[config.mk]
export PLATFORM = sky130hd
export DESIGN_NAME = tbc_board_ctrl
export DESIGN_NICKNAME = d
export VERILOG_FILES = /design/src/include/tbc_pkg.sv /design/src/logic/tbc_board_ctrl.sv /design/src/logic/tbc_sync.sv
export SDC_FILE = /design/constraint.sdc
export NUM_CORES = 1
export LEC_CHECK = 0
export BUFFER_PORTS_ARGS = -buffer_cell sky130_fd_sc_hd__buf_4
export CORE_UTILIZATION = 55
export DETAILED_ROUTE_END_ITERATION = 6
export PLACE_DENSITY = 0.86
export SYNTH_ARGS = -nofsm -noshare
export SYNTH_HDL_FRONTEND = slang
export SYNTH_SLANG_ARGS = --single-unit
[constraint.sdc]
create_clock -name clock -period 2.86 [get_ports clock]
set_input_delay 0.143 -clock clock [delete_from_list [all_inputs] [get_ports clock]]
set_output_delay 0.143 -clock clock [all_outputs]
set_load 0.05 [all_outputs]
[src/include/tbc_pkg.sv]
// shared constants and types of the timing board control logic
package tbc_pkg;
  // clock and tick timing
  localparam int TBC_CLK_PERIOD_NS  = 40;
  localparam int TBC_TICK_PERIOD_NS = 1_000_000;
  localparam int TBC_TICK_CYCLES    = TBC_TICK_PERIOD_NS / TBC_CLK_PERIOD_NS;
  localparam int TBC_PWR_DELAY_MS   = 125;
  // serial header: three select bits then the direction bit
  localparam int         TBC_HDR_BITS = 4;
  localparam int         TBC_SELF_W   = 16;
  localparam logic [2:0] TBC_TGT_SELF = 3'h0;
  localparam logic [2:0] TBC_TGT_FE1  = 3'h1;
  localparam logic [2:0] TBC_TGT_FE2  = 3'h2;
  localparam logic [2:0] TBC_TGT_TG   = 3'h3;
  // register map
  localparam logic [7:0] TBC_REG_CTRL   = 8'h00;
  localparam logic [7:0] TBC_REG_STATUS = 8'h04;
  localparam logic [7:0] TBC_REG_SELF   = 8'h08;
  localparam int         TBC_CTRL_REINIT   = 0;
  localparam int         TBC_CTRL_STEER_EN = 1;
  localparam logic       TBC_STEER_EN_RST  = 1'h1;

  typedef enum logic [1:0] {
    TBC_MODE_SINGLE, TBC_MODE_DUAL, TBC_MODE_BIN
  } tbc_mode_t;
  typedef enum logic {TBC_INIT_DELAY, TBC_INIT_READY} tbc_init_t;
  typedef enum logic [1:0] {
    TBC_SER_IDLE, TBC_SER_HDR, TBC_SER_PASS, TBC_SER_DROP
  } tbc_ser_t;

  // all pins that arrive from outside the clock domain
  typedef struct packed {
    logic       boardReset;
    logic       chanSw;
    logic       binSw;
    logic       remoteReinit;
    logic [4:0] expSel;
    logic       hostLoad;
    logic       hostClk;
    logic       hostData;
    logic       pixValid;
    logic       lineValid;
    logic       frameValid;
    logic       intStart;
  } tbc_pins_t;
  localparam tbc_pins_t TBC_PINS_RST = '{hostLoad: 1'h1, default: '0};

  // status word layout, high bits first from the left
  typedef struct packed {
    logic [7:0] frames;
    logic [6:0] rsvd;
    logic       expose;
    logic       ready;
    logic [4:0] expSel;
    tbc_mode_t  mode;
  } tbc_status_t;
endpackage

[src/logic/tbc_board_ctrl.sv]
// timing board control logic: straps, reinit, tick, steering, apb regs
// Function
// - pushbutton rising edge clears state and restarts initialisation.
// - everything runs from one system clock domain.
// - channel switch high selects dual output, low single full image.
// - binning switch high selects 2x2 binned single output, low none.
// - remote line high forces generator reset; its fall reinitialises.
// - exposure selection comes from remote bits eleven to seven only.
// - works with remote inputs unused; they only force reinit and tune exposure.
// - a 1 ms exposure tick is generated and driven on a pin.
// - exposure active output is high during the integration interval.
// - pixel, line and frame valid inputs are copied to monitor outputs.
// - timing generator outputs are tracked to keep sequencing in step.
// - one shared clock and data output, separate load strobe for fe1, fe2 and generator.
// - first three bits, msb first, select controller, fe1, fe2 or generator.
// - fourth bit is direction; only writes, so it is low.
// - both switches high gives single channel binning; binning wins.
// - the tick times a startup delay after any reset before programming.
`timescale 1ns/100ps
module tbc_board_ctrl
  import tbc_pkg::*;
#(
  parameter int TICK_CYCLES = TBC_TICK_CYCLES,
  parameter int DELAY_TICKS = TBC_PWR_DELAY_MS
) (
  input  wire logic        clock,
  input  wire logic        rst_n,
  input  wire logic        boardResetBtn,
  input  wire logic        channelCountSwitch,
  input  wire logic        binningSwitch,
  input  wire logic        remoteReinitIn,
  input  wire logic [15:0] remoteDio,
  input  wire logic        hostLoadIn,
  input  wire logic        hostShiftClkIn,
  input  wire logic        hostSerialIn,
  input  wire logic        tgPixValidIn,
  input  wire logic        tgLineValidIn,
  input  wire logic        tgFrameValidIn,
  input  wire logic        tgIntStartIn,
  input  wire logic        psel,
  input  wire logic        penable,
  input  wire logic        pwrite,
  input  wire logic [7:0]  paddr,
  input  wire logic [31:0] pwdata,
  output logic [31:0]      prdata,
  output logic             pready,
  output logic             pslverr,
  output logic             tgForceResetN,
  output logic             exposureTickOut,
  output logic             exposureActiveOut,
  output logic             pixValidOut,
  output logic             lineValidOut,
  output logic             frameValidOut,
  output logic             frameSyncToTg,
  output logic             sharedShiftClkOut,
  output logic             sharedSerialOut,
  output logic             tgLoadStrobe,
  output logic [1:0]       frontendLoadStrobe
);
  localparam int          CW         = $clog2(TICK_CYCLES + 1);
  localparam int          DW         = $clog2(DELAY_TICKS + 1);
  localparam logic [CW-1:0] TICK_LAST = CW'(TICK_CYCLES - 1);
  localparam logic [CW-1:0] TICK_HALF = CW'(TICK_CYCLES / 2);
  localparam logic [DW-1:0] DELAY_LAST = DW'(DELAY_TICKS - 1);
  localparam logic [1:0]  HDR_LAST   = 2'(TBC_HDR_BITS - 1);

  tbc_pins_t   pinRaw;
  tbc_pins_t   pin;
  tbc_pins_t   pinPrev_q;
  tbc_init_t   initSt_q;
  tbc_ser_t    serSt_q;
  tbc_mode_t   mode_q;
  tbc_status_t status;
  logic [CW-1:0]         tickCnt_q;
  logic [DW-1:0]         delayCnt_q;
  logic [4:0]            expSel_q;
  logic [1:0]            hdrCnt_q;
  logic [2:0]            hdr_q;
  logic [2:0]            tgt_q;
  logic                  clkArmed_q;
  logic [TBC_SELF_W-1:0] selfShift_q;
  logic [7:0]            frameCnt_q;
  logic                  steerEn_q;
  logic                  expose_q;

  // outside pins go through one synchroniser bank; bits 11..7 only
  assign pinRaw = '{boardReset: boardResetBtn, chanSw: channelCountSwitch,
                    binSw: binningSwitch, remoteReinit: remoteReinitIn,
                    expSel: remoteDio[11:7], hostLoad: hostLoadIn,
                    hostClk: hostShiftClkIn, hostData: hostSerialIn,
                    pixValid: tgPixValidIn, lineValid: tgLineValidIn,
                    frameValid: tgFrameValidIn,
                    intStart: tgIntStartIn};
  tbc_sync #(
    .W       ($bits(tbc_pins_t)),
    .RST_VAL (TBC_PINS_RST)
  ) uSync (
    .clock (clock),
    .rst_n (rst_n),
    .din   (pinRaw),
    .dout  (pin)
  );

  // edges are taken only on synchronised levels, so one pulse acts once
  wire btnRise    = pin.boardReset & ~pinPrev_q.boardReset;
  wire remoteFall = ~pin.remoteReinit & pinPrev_q.remoteReinit;
  wire loadFall   = ~pin.hostLoad & pinPrev_q.hostLoad;
  wire loadRise   = pin.hostLoad & ~pinPrev_q.hostLoad;
  wire clkRise    = pin.hostClk & ~pinPrev_q.hostClk;
  wire clkFall    = ~pin.hostClk & pinPrev_q.hostClk;
  wire intRise    = pin.intStart & ~pinPrev_q.intStart;
  wire frameRise  = pin.frameValid & ~pinPrev_q.frameValid;
  wire frameFall  = ~pin.frameValid & pinPrev_q.frameValid;

  // apb decode: one wait state, answer registered
  wire apbAccess  = psel & penable & ~pready;
  wire apbDone    = psel & penable & pready;
  wire regCtrl    = paddr == TBC_REG_CTRL;
  wire regStatus  = paddr == TBC_REG_STATUS;
  wire regSelf    = paddr == TBC_REG_SELF;
  wire mapped     = regCtrl | regStatus | regSelf;
  wire ctrlWrite  = apbDone & pwrite & regCtrl;
  wire softReinit = ctrlWrite & pwdata[TBC_CTRL_REINIT];
  // every reinit source funnels here
  wire reinit     = btnRise | remoteFall | softReinit;

  // tick and startup delay
  wire tickWrap  = tickCnt_q == TICK_LAST;
  wire inDelay   = initSt_q == TBC_INIT_DELAY;
  wire ready     = initSt_q == TBC_INIT_READY;
  wire delayDone = inDelay & tickWrap & (delayCnt_q == DELAY_LAST);
  // binning overrides dual output
  wire tbc_mode_t modeNext = pin.binSw  ? TBC_MODE_BIN :
                             pin.chanSw ? TBC_MODE_DUAL :
                                          TBC_MODE_SINGLE;

  // serial steering decode
  wire hdrLast  = hdrCnt_q == HDR_LAST;
  wire tgtKnown = hdr_q <= TBC_TGT_TG;
  wire inPass   = serSt_q == TBC_SER_PASS;
  wire fwd      = inPass & (tgt_q != TBC_TGT_SELF);
  wire selfBit  = inPass & (tgt_q == TBC_TGT_SELF) & clkRise;

  // read data mux
  assign status = '{frames: frameCnt_q, rsvd: '0, expose: expose_q,
                    ready: ready, expSel: expSel_q, mode: mode_q};
  wire [31:0] ctrlWord = 32'(steerEn_q) << TBC_CTRL_STEER_EN;
  wire [31:0] rdData   = regCtrl   ? ctrlWord :
                         regStatus ? 32'(status) :
                         regSelf   ? 32'(selfShift_q) : '0;

  // edge history of synchronised pins
  always_ff @(posedge clock or negedge rst_n) begin
    if (!rst_n) pinPrev_q <= TBC_PINS_RST;
    else        pinPrev_q <= pin;
  end

  // apb answer and control register
  always_ff @(posedge clock or negedge rst_n) begin
    if (!rst_n) begin
      pready    <= 1'h0;
      pslverr   <= 1'h0;
      prdata    <= '0;
      steerEn_q <= TBC_STEER_EN_RST;
    end else begin
      pready  <= apbAccess;
      pslverr <= apbAccess & ~mapped;
      prdata  <= apbAccess ? rdData : '0;
      if (ctrlWrite) steerEn_q <= pwdata[TBC_CTRL_STEER_EN];
    end
  end

  // 1 ms tick; a board reset restarts the count
  always_ff @(posedge clock or negedge rst_n) begin
    if (!rst_n) begin
      tickCnt_q       <= '0;
      exposureTickOut <= 1'h0;
    end else begin
      tickCnt_q       <= (reinit | tickWrap) ? '0 : tickCnt_q + 1'b1;
      exposureTickOut <= tickCnt_q < TICK_HALF;
    end
  end

  // startup delay in ticks, then switch settings are latched
  always_ff @(posedge clock or negedge rst_n) begin
    if (!rst_n) begin
      initSt_q   <= TBC_INIT_DELAY;
      delayCnt_q <= '0;
      mode_q     <= TBC_MODE_SINGLE;
      expSel_q   <= '0;
    end else if (reinit) begin
      initSt_q   <= TBC_INIT_DELAY;
      delayCnt_q <= '0;
    end else begin
      case (initSt_q)
        TBC_INIT_DELAY: begin
          if (tickWrap) delayCnt_q <= delayCnt_q + 1'b1;
          if (delayDone) begin
            initSt_q <= TBC_INIT_READY;
            mode_q   <= modeNext;
            expSel_q <= pin.expSel;
          end
        end
        TBC_INIT_READY: initSt_q <= TBC_INIT_READY;
        default:        initSt_q <= TBC_INIT_DELAY;
      endcase
    end
  end

  // host frame: header bits first, then payload passes to the target
  always_ff @(posedge clock or negedge rst_n) begin
    if (!rst_n) begin
      serSt_q  <= TBC_SER_IDLE;
      hdrCnt_q <= '0;
      hdr_q    <= '0;
      tgt_q    <= '0;
    end else if (reinit) begin
      serSt_q  <= TBC_SER_IDLE;
    end else begin
      case (serSt_q)
        TBC_SER_IDLE: begin
          if (loadFall & ready & steerEn_q) begin
            serSt_q  <= TBC_SER_HDR;
            hdrCnt_q <= '0;
          end
        end
        TBC_SER_HDR: begin
          if (loadRise) begin
            serSt_q <= TBC_SER_IDLE;
          end else if (clkRise) begin
            hdrCnt_q <= hdrCnt_q + 1'b1;
            if (!hdrLast) hdr_q <= {hdr_q[1:0], pin.hostData};
            if (hdrLast) begin
              tgt_q <= hdr_q;
              // a read request or unused code drops the frame
              serSt_q <= (pin.hostData | ~tgtKnown) ? TBC_SER_DROP
                                                    : TBC_SER_PASS;
            end
          end
        end
        TBC_SER_PASS,
        TBC_SER_DROP: if (loadRise) serSt_q <= TBC_SER_IDLE;
        default:      serSt_q <= TBC_SER_IDLE;
      endcase
    end
  end

  // shared wires and per-target strobes; clock waits for a low half
  // so the target never sees the header's last rising edge
  always_ff @(posedge clock or negedge rst_n) begin
    if (!rst_n) begin
      clkArmed_q         <= 1'h0;
      sharedShiftClkOut  <= 1'h0;
      sharedSerialOut    <= 1'h0;
      tgLoadStrobe       <= 1'h1;
      frontendLoadStrobe <= 2'h3;
      selfShift_q        <= '0;
    end else begin
      clkArmed_q         <= inPass & (clkArmed_q | clkFall);
      sharedShiftClkOut  <= fwd & clkArmed_q & pin.hostClk;
      sharedSerialOut    <= fwd & pin.hostData;
      tgLoadStrobe       <= ~(fwd & (tgt_q == TBC_TGT_TG));
      frontendLoadStrobe <= ~{fwd & (tgt_q == TBC_TGT_FE2),
                              fwd & (tgt_q == TBC_TGT_FE1)};
      if (reinit) selfShift_q <= '0;
      else if (selfBit)
        selfShift_q <= {selfShift_q[TBC_SELF_W-2:0], pin.hostData};
    end
  end

  // timing generator tracking and monitor copies
  always_ff @(posedge clock or negedge rst_n) begin
    if (!rst_n) begin
      expose_q      <= 1'h0;
      frameCnt_q    <= '0;
      tgForceResetN <= 1'h1;
      frameSyncToTg <= 1'h0;
      pixValidOut   <= 1'h0;
      lineValidOut  <= 1'h0;
      frameValidOut <= 1'h0;
    end else begin
      // readout start ends integration, so it outranks a new start
      if (reinit | frameRise) expose_q <= 1'h0;
      else if (intRise & ready) expose_q <= 1'h1;
      if (reinit) frameCnt_q <= '0;
      else if (frameFall) frameCnt_q <= frameCnt_q + 1'b1;
      tgForceResetN <= ~pin.remoteReinit;
      frameSyncToTg <= ready;
      pixValidOut   <= pin.pixValid;
      lineValidOut  <= pin.lineValid;
      frameValidOut <= pin.frameValid;
    end
  end
  assign exposureActiveOut = expose_q;
endmodule

[src/logic/tbc_sync.sv]
// three-stage input synchroniser that accepts a change once stages agree
`timescale 1ns/100ps
module tbc_sync #(
  parameter int             W       = 1,
  parameter logic [W-1:0]   RST_VAL = '0
) (
  input  wire logic         clock,
  input  wire logic         rst_n,
  input  wire logic [W-1:0] din,
  output logic [W-1:0]      dout
);
  logic [W-1:0] meta1_q;
  logic [W-1:0] meta2_q;
  logic [W-1:0] meta3_q;
  logic [W-1:0] out_q;
  wire  [W-1:0] agree = ~(meta2_q ^ meta3_q);

  // meta1 feeds only meta2; bits update only where stages 2 and 3 agree
  always_ff @(posedge clock or negedge rst_n) begin
    if (!rst_n) begin
      meta1_q <= RST_VAL;
      meta2_q <= RST_VAL;
      meta3_q <= RST_VAL;
      out_q   <= RST_VAL;
    end else begin
      meta1_q <= din;
      meta2_q <= meta1_q;
      meta3_q <= meta2_q;
      out_q   <= (out_q & ~agree) | (meta3_q & agree);
    end
  end
  assign dout = out_q;
endmodule

* After elaboration in Yosys (flattened, before gate mapping) *
Cells that the tools add are included.

storage, ports and cells
  register bits after elaboration = 173
  ROM bits = 0
  memory bits (writable) = 0
  logic and storage cells = 171
  memories = 0
  bits in latches = 0
  output and inout bits = 46
  bits of input ports = 72

operators by class
  $lt $le $gt $ge = 2
  eq/ne operators = 19
  multiplexer cells = 31
  shifts and indexed selects = 0
  reductions and logical operators = 16
  bitwise gates (word level) = 63
  add/subtract/negate cells = 4
  divide/modulo/power cells = 0
  multipliers = 0

operators with widths
  cell                                                           number
  2-to-1 mux 24 bit                                              3
  2-to-1 mux 16 bit                                              3
  bitwise AND 16 bit                                             2
  inverter 16 bit                                                2
  bitwise AND 1 bit                                              31
  2-to-1 mux 7 bit                                               3
  2-to-1 mux 2 bit                                               10
  inverter 1 bit                                                 17
  2-to-1 mux 8 bit                                               2
  bitwise OR 16 bit                                              1
  bitwise XOR 16 bit                                             1
  adder 15 x 1 -> 15 bit (second input constant)                 1
  equality test 15 bit (second input constant)                   1
  less-than comparator 15 x 14 -> 1 bit (second input constant)  1
  2-to-1 mux 15 bit                                              1
  AND reduction 5 bit                                            3
  nonzero test 2 bit                                             5
  adder 8 x 1 -> 8 bit (second input constant)                   1
  equality test 8 x 3 -> 1 bit (second input constant)           1
  equality test 8 x 4 -> 1 bit (second input constant)           1
  zero test 8 bit                                                1
  != test 4 bit (second input constant)                          2
  bitwise OR 1 bit                                               8
  adder 7 x 1 -> 7 bit (second input constant)                   1
  22 further kinds                                               33

* Depth between registers and ports, before layout *
  depth in word-level cells = 9
  gate-level depth with buffers = 7
  mapped depth without buffers = 6

* Hierarchy *
Synthesis repeated with hierarchy kept, for this count alone.

unflattened totals
  cells, all modules = 467
  area total of the unflattened synthesis = 6349.8 um2

modules (own cells, without submodules)
  module          cells an instance  times used  sequential area each (um2)  area an instance (um2)
  tbc_board_ctrl  387                1           2735.1                      4563.1
  tbc_sync        80                 1           1606.5                      1786.7

* Worst setup path before layout *
Ideal clock, no wire load.

  path type = register -> register
  start point = register tickCnt_q[3]
  end point = register expSel_q[0]
  setup time = 0.125 ns
  period minus slack after synthesis = 2.318 ns
  data required time = 2.735 ns
  arrival = 2.193 ns
  setup slack = 0.542 ns
  buffers on the path = 0
  cell stages (with the launch flop) = 5
  cell sequence = dfrtp_1 -> or4b_4 -> or4_4 -> nor4_4 -> mux2_2

between the ends
  cells in the longest elaborated chain, start to end = 4

ends and longest elaborated chain
  element                          RTL line               RTL
  start, declared                  tbc_board_ctrl.sv:74   logic [CW-1:0] tickCnt_q;
  start signal, assigned           tbc_board_ctrl.sv:179  tickCnt_q <= (reinit | tickWrap) ? '0 : tickCnt_q + 1'b1;
  equality test 15 bit             tbc_board_ctrl.sv:128  wire tickWrap = tickCnt_q == TICK_LAST;
  bitwise AND 1 bit (2 in series)  tbc_board_ctrl.sv:131  wire delayDone = inDelay & tickWrap & (delayCnt_q == DELAY_LAST);
  AND reduction 3 bit (no line)    --
  end signal, assigned             tbc_board_ctrl.sv:201  expSel_q <= pin.expSel;
  end, declared                    tbc_board_ctrl.sv:76   logic [4:0] expSel_q;

No other way between the ends.
A chain may end at the register's enable or synchronous reset.

* Final worst setup path *
  start point = register tickCnt_q[3]
  end point = register mode_q[1]

between the ends
  cells in the longest elaborated chain, start to end = 4

ends and longest elaborated chain
  element                          RTL line               RTL
  equality test 15 bit             tbc_board_ctrl.sv:128
  bitwise AND 1 bit (2 in series)  tbc_board_ctrl.sv:131
  AND reduction 3 bit (no line)    --
  end signal, assigned             tbc_board_ctrl.sv:200  mode_q <= modeNext;
  end, declared                    tbc_board_ctrl.sv:72   tbc_mode_t mode_q;

No other way between the ends.

==> out/metrics.yaml <==
swShare_pct: 22.52
yosysUniqueCellTypes: 46
slew_viol_final: 0
tightest_slew_ns: 0.8324
dpl_cell_area_sq_um: 7024
grt_pass1_wl_um: 19390
crit_chain: "or4b_4, or4_4, nor4_4, mux2_2"
core-area_sq_um: 11080
yosysMostFrequentCell: "dfrtp_1"
gp_congestion: 0.8088
clk_pin_slew_ns: 0.06
dr.first_iter.drc_count: 274
dieArea_sq_um: 12020
p_seq_share_pct: 49.7
synth_xor_area_share_pct: 2.749
ir_drop_mv: 0.5244
fp-row-count: 38
drive_gt1_share_pct: 23.56
slew_headroom_pct: 43.07
synth_top_family_by_area: "simple AND/OR/NAND/NOR gates"
hold_viol: 0
antenna_left: 0
fillers: 692
cts_sinks: 173
cp.required_ns: 3.16
cts_max_path_buffers: 2
clockRootBuffer: "clkbuf_16"
wl_per_cell_um: 15.46
synth-simple-area-share_pct: 13.92
synth-seq-area-share_pct: 68.15
cts_buffers: 17
crit_arrival_ns: 2.91
ioPinCount: 118
die_width_um: 109.6
fin_nets: 654
r2r_cells: 4
cts_tree: "yes"
synth_area_leaders: "dfrtp_1 64%, dfstp_2 4.1%, nor2_1 3.5%"
antenna_cells: 0
yosys_warnings: 0
hold-path-endpoint: "prdata[1]"
grt_pass1_vias: 4021
grt_use_total_pct: 21.76
antenna_found_initial: 0
min-delay-start: "paddr[3]"
slowest_stage: "or4_4"
synth_compound_area_share_pct: 3.181
hp-class: "input port to flop"
rsz0062_at_grt: "false"
viasPerCell: 5.340
synth_common_cells: "163 x dfrtp_1, 59 x nor2_1, 20 x mux2i_1"
internal_power_mw: 4.082
power_density_nw_per_um2: 673.3
leakage_nw: 3.662
critPathMaxStageDelay_ns: 0.65
critical_path_class: "flop to flop"
stdcell_area_sq_um: 7824
min_period_over_period_pct: 91.37
die_height_um: 109.6
syn_inst: 479
finalSetupViolations: 0
dpl.hpwl_um: 7245
route.final.wire_length_um: 11280
fin_tns_setup_ns: 0
post-route-drc-count: 0
synth_edf_count: 0
syn_area_sq_um: 6371
yosys.area_share.adder_pct: 3.496
ff2ff_setup_slack_ns: 0.25
async_reset_ff_share_pct: 100.0
finalPower_mw: 5.268
muxShareOfSynthArea_pct: 5.793
initial_core_util_pct: 57.51
path_max_fanout: 13
fin_cells: 730
critPathCaptureType: "flop"
timing.fmax_ghz: 0.3827
area_delta_synth_final_pct: 22.80
synth_top_area_cell: "dfrtp_1"
clock_skew_ns: 0.01081
clock_latency_ns: 0.42
power_frac_clock_pct: 44.6
outcome: "finished, final reports clean"
synth.avg_cell_area_sq_um: 13.30
period_needed_ns: 2.613
reg2reg_to: "mode_q[1]"
synth-seq-cells: 173
htree_num_levels: 4
combPwrFrac_pct: 5.7
r2r_start: "tickCnt_q[3]"
holdPathStages: 3
p_sw_mw: 1.186
dp_cells: 680
overflow: 0
grt_max_degree: 78
vias: 3898
post-cts-setup-buffers: 0
first_pass_iters: 6
io_buffers: 68
crit_path_start_kind: "flop"
synth_top_flop_cell: "dfrtp_1"
synth_top_area_share_pct: 64.02
maxCapViolCount: 0
logic make-up after synthesis:
| group | after synthesis |
|---|---|
| flops | 173 |
| simple gates | 165 |
| mux | 35 |
| buf+inv | 33 |
| compound gates | 31 |
| fa+ha+maj | 21 |
| xor+xnor | 20 |
| other cells | 1 |
stage by stage:
step	setup WS, ns	utilization [%]	hold slack [ns]
finish	0.2468	70.62	0.04140
global route	0.1113	70.62	0.05008
CTS	0.2234	70.62	0.02962
detailed placement	0.2354	63.41	0.2072
global placement	0.3026	63.41	0.1908
floorplan	0.5419	-	-0.1526
what timing repair did:
action	CTS	global route
endpoints found under the hold margin	88	0
hold buffers	18	0
gates resized for setup	0	0
routing by layer:
metal,global-route usage [%],part of all wire (%)
met4,8.762,1.1
met5,0,0
met2,37.02,52
met1,26.54,43
met3,5.691,3.2
cells in the final DEF, fill, tap and decap left out, types with 7 or more instances in the layout:
cell type and instances:
and2_1 15, buf_4 72, maj3_1 16, xnor2_1 13, conb_1 8, a22oi_1 7, nor3_1 9, clkbuf_16 17
mux2i_1 20, a21oi_1 10, nand4_1 8, dfstp_2 10, inv_1 13, mux2_2 15, xor2_1 7, nand2_1 14
dlygate4sd3_1 18, nand3_1 13, nor2_1 59, dfrtp_1 163
registers in the layout, indices dropped and copies added (netlist names), 2 cells and up, named ones only:
name / cells
delayCnt_q: 7
expSel_q: 5
frameCnt_q: 8
frontendLoadStrobe: 2
hdrCnt_q: 2
hdr_q: 3
mode_q: 2
pinPrev_q: 5
prdata: 24
selfShift_q: 16
serSt_q: 2
tgt_q: 3
tickCnt_q: 15
uSync.meta1_q: 16
uSync.meta2_q: 16
uSync.meta3_q: 16
area by class of cell:
cell class | count | area (sq um) | share of cell area [%]
clock buffer | 20 | 456.7 | 5.837
clock inverter | 12 | 162.7 | 2.079
inverter | 13 | 48.80 | 0.6237
multi-input combinational | 280 | 1887 | 24.12
sequential | 173 | 4342 | 55.49
tap | 140 | 175.2 | 2.239
timing repair buffer | 92 | 752.0 | 9.611
power by group through the flow:
stage / sequential (mW) / combinational (mW) / clock, mW
after detailed placement: 2.66 / 0.281 / 0
after global routing: 2.63 / 0.331 / 2.51
after floorplan: 2.66 / 0.157 / 0
after CTS: 2.62 / 0.304 / 2.39
after global placement: 2.65 / 0.270 / 0
final: 2.62 / 0.299 / 2.35
worst max path at each step:
| stage | from | endpoint | slack, ns |
|---|---|---|---|
| after floorplan | tickCnt_q[3] | expSel_q[0] | 0.54 |
| after global placement | tickCnt_q[3] | expSel_q[1] | 0.30 |
| after detailed placement | tickCnt_q[3] | expSel_q[2] | 0.24 |
| after CTS | tickCnt_q[6] | expSel_q[2] | 0.22 |
| after global routing | tickCnt_q[3] | expSel_q[3] | 0.11 |
| final | tickCnt_q[3] | mode_q[1] | 0.25 |
worst max-delay path, delay by kind of cell (launching register included):
family	cells	cell delay (ns)
AND/OR/NAND/NOR	3	1.67
multiplexers	1	0.40
flip-flops	1	0.43
Power figures use the tool's default switching activity.
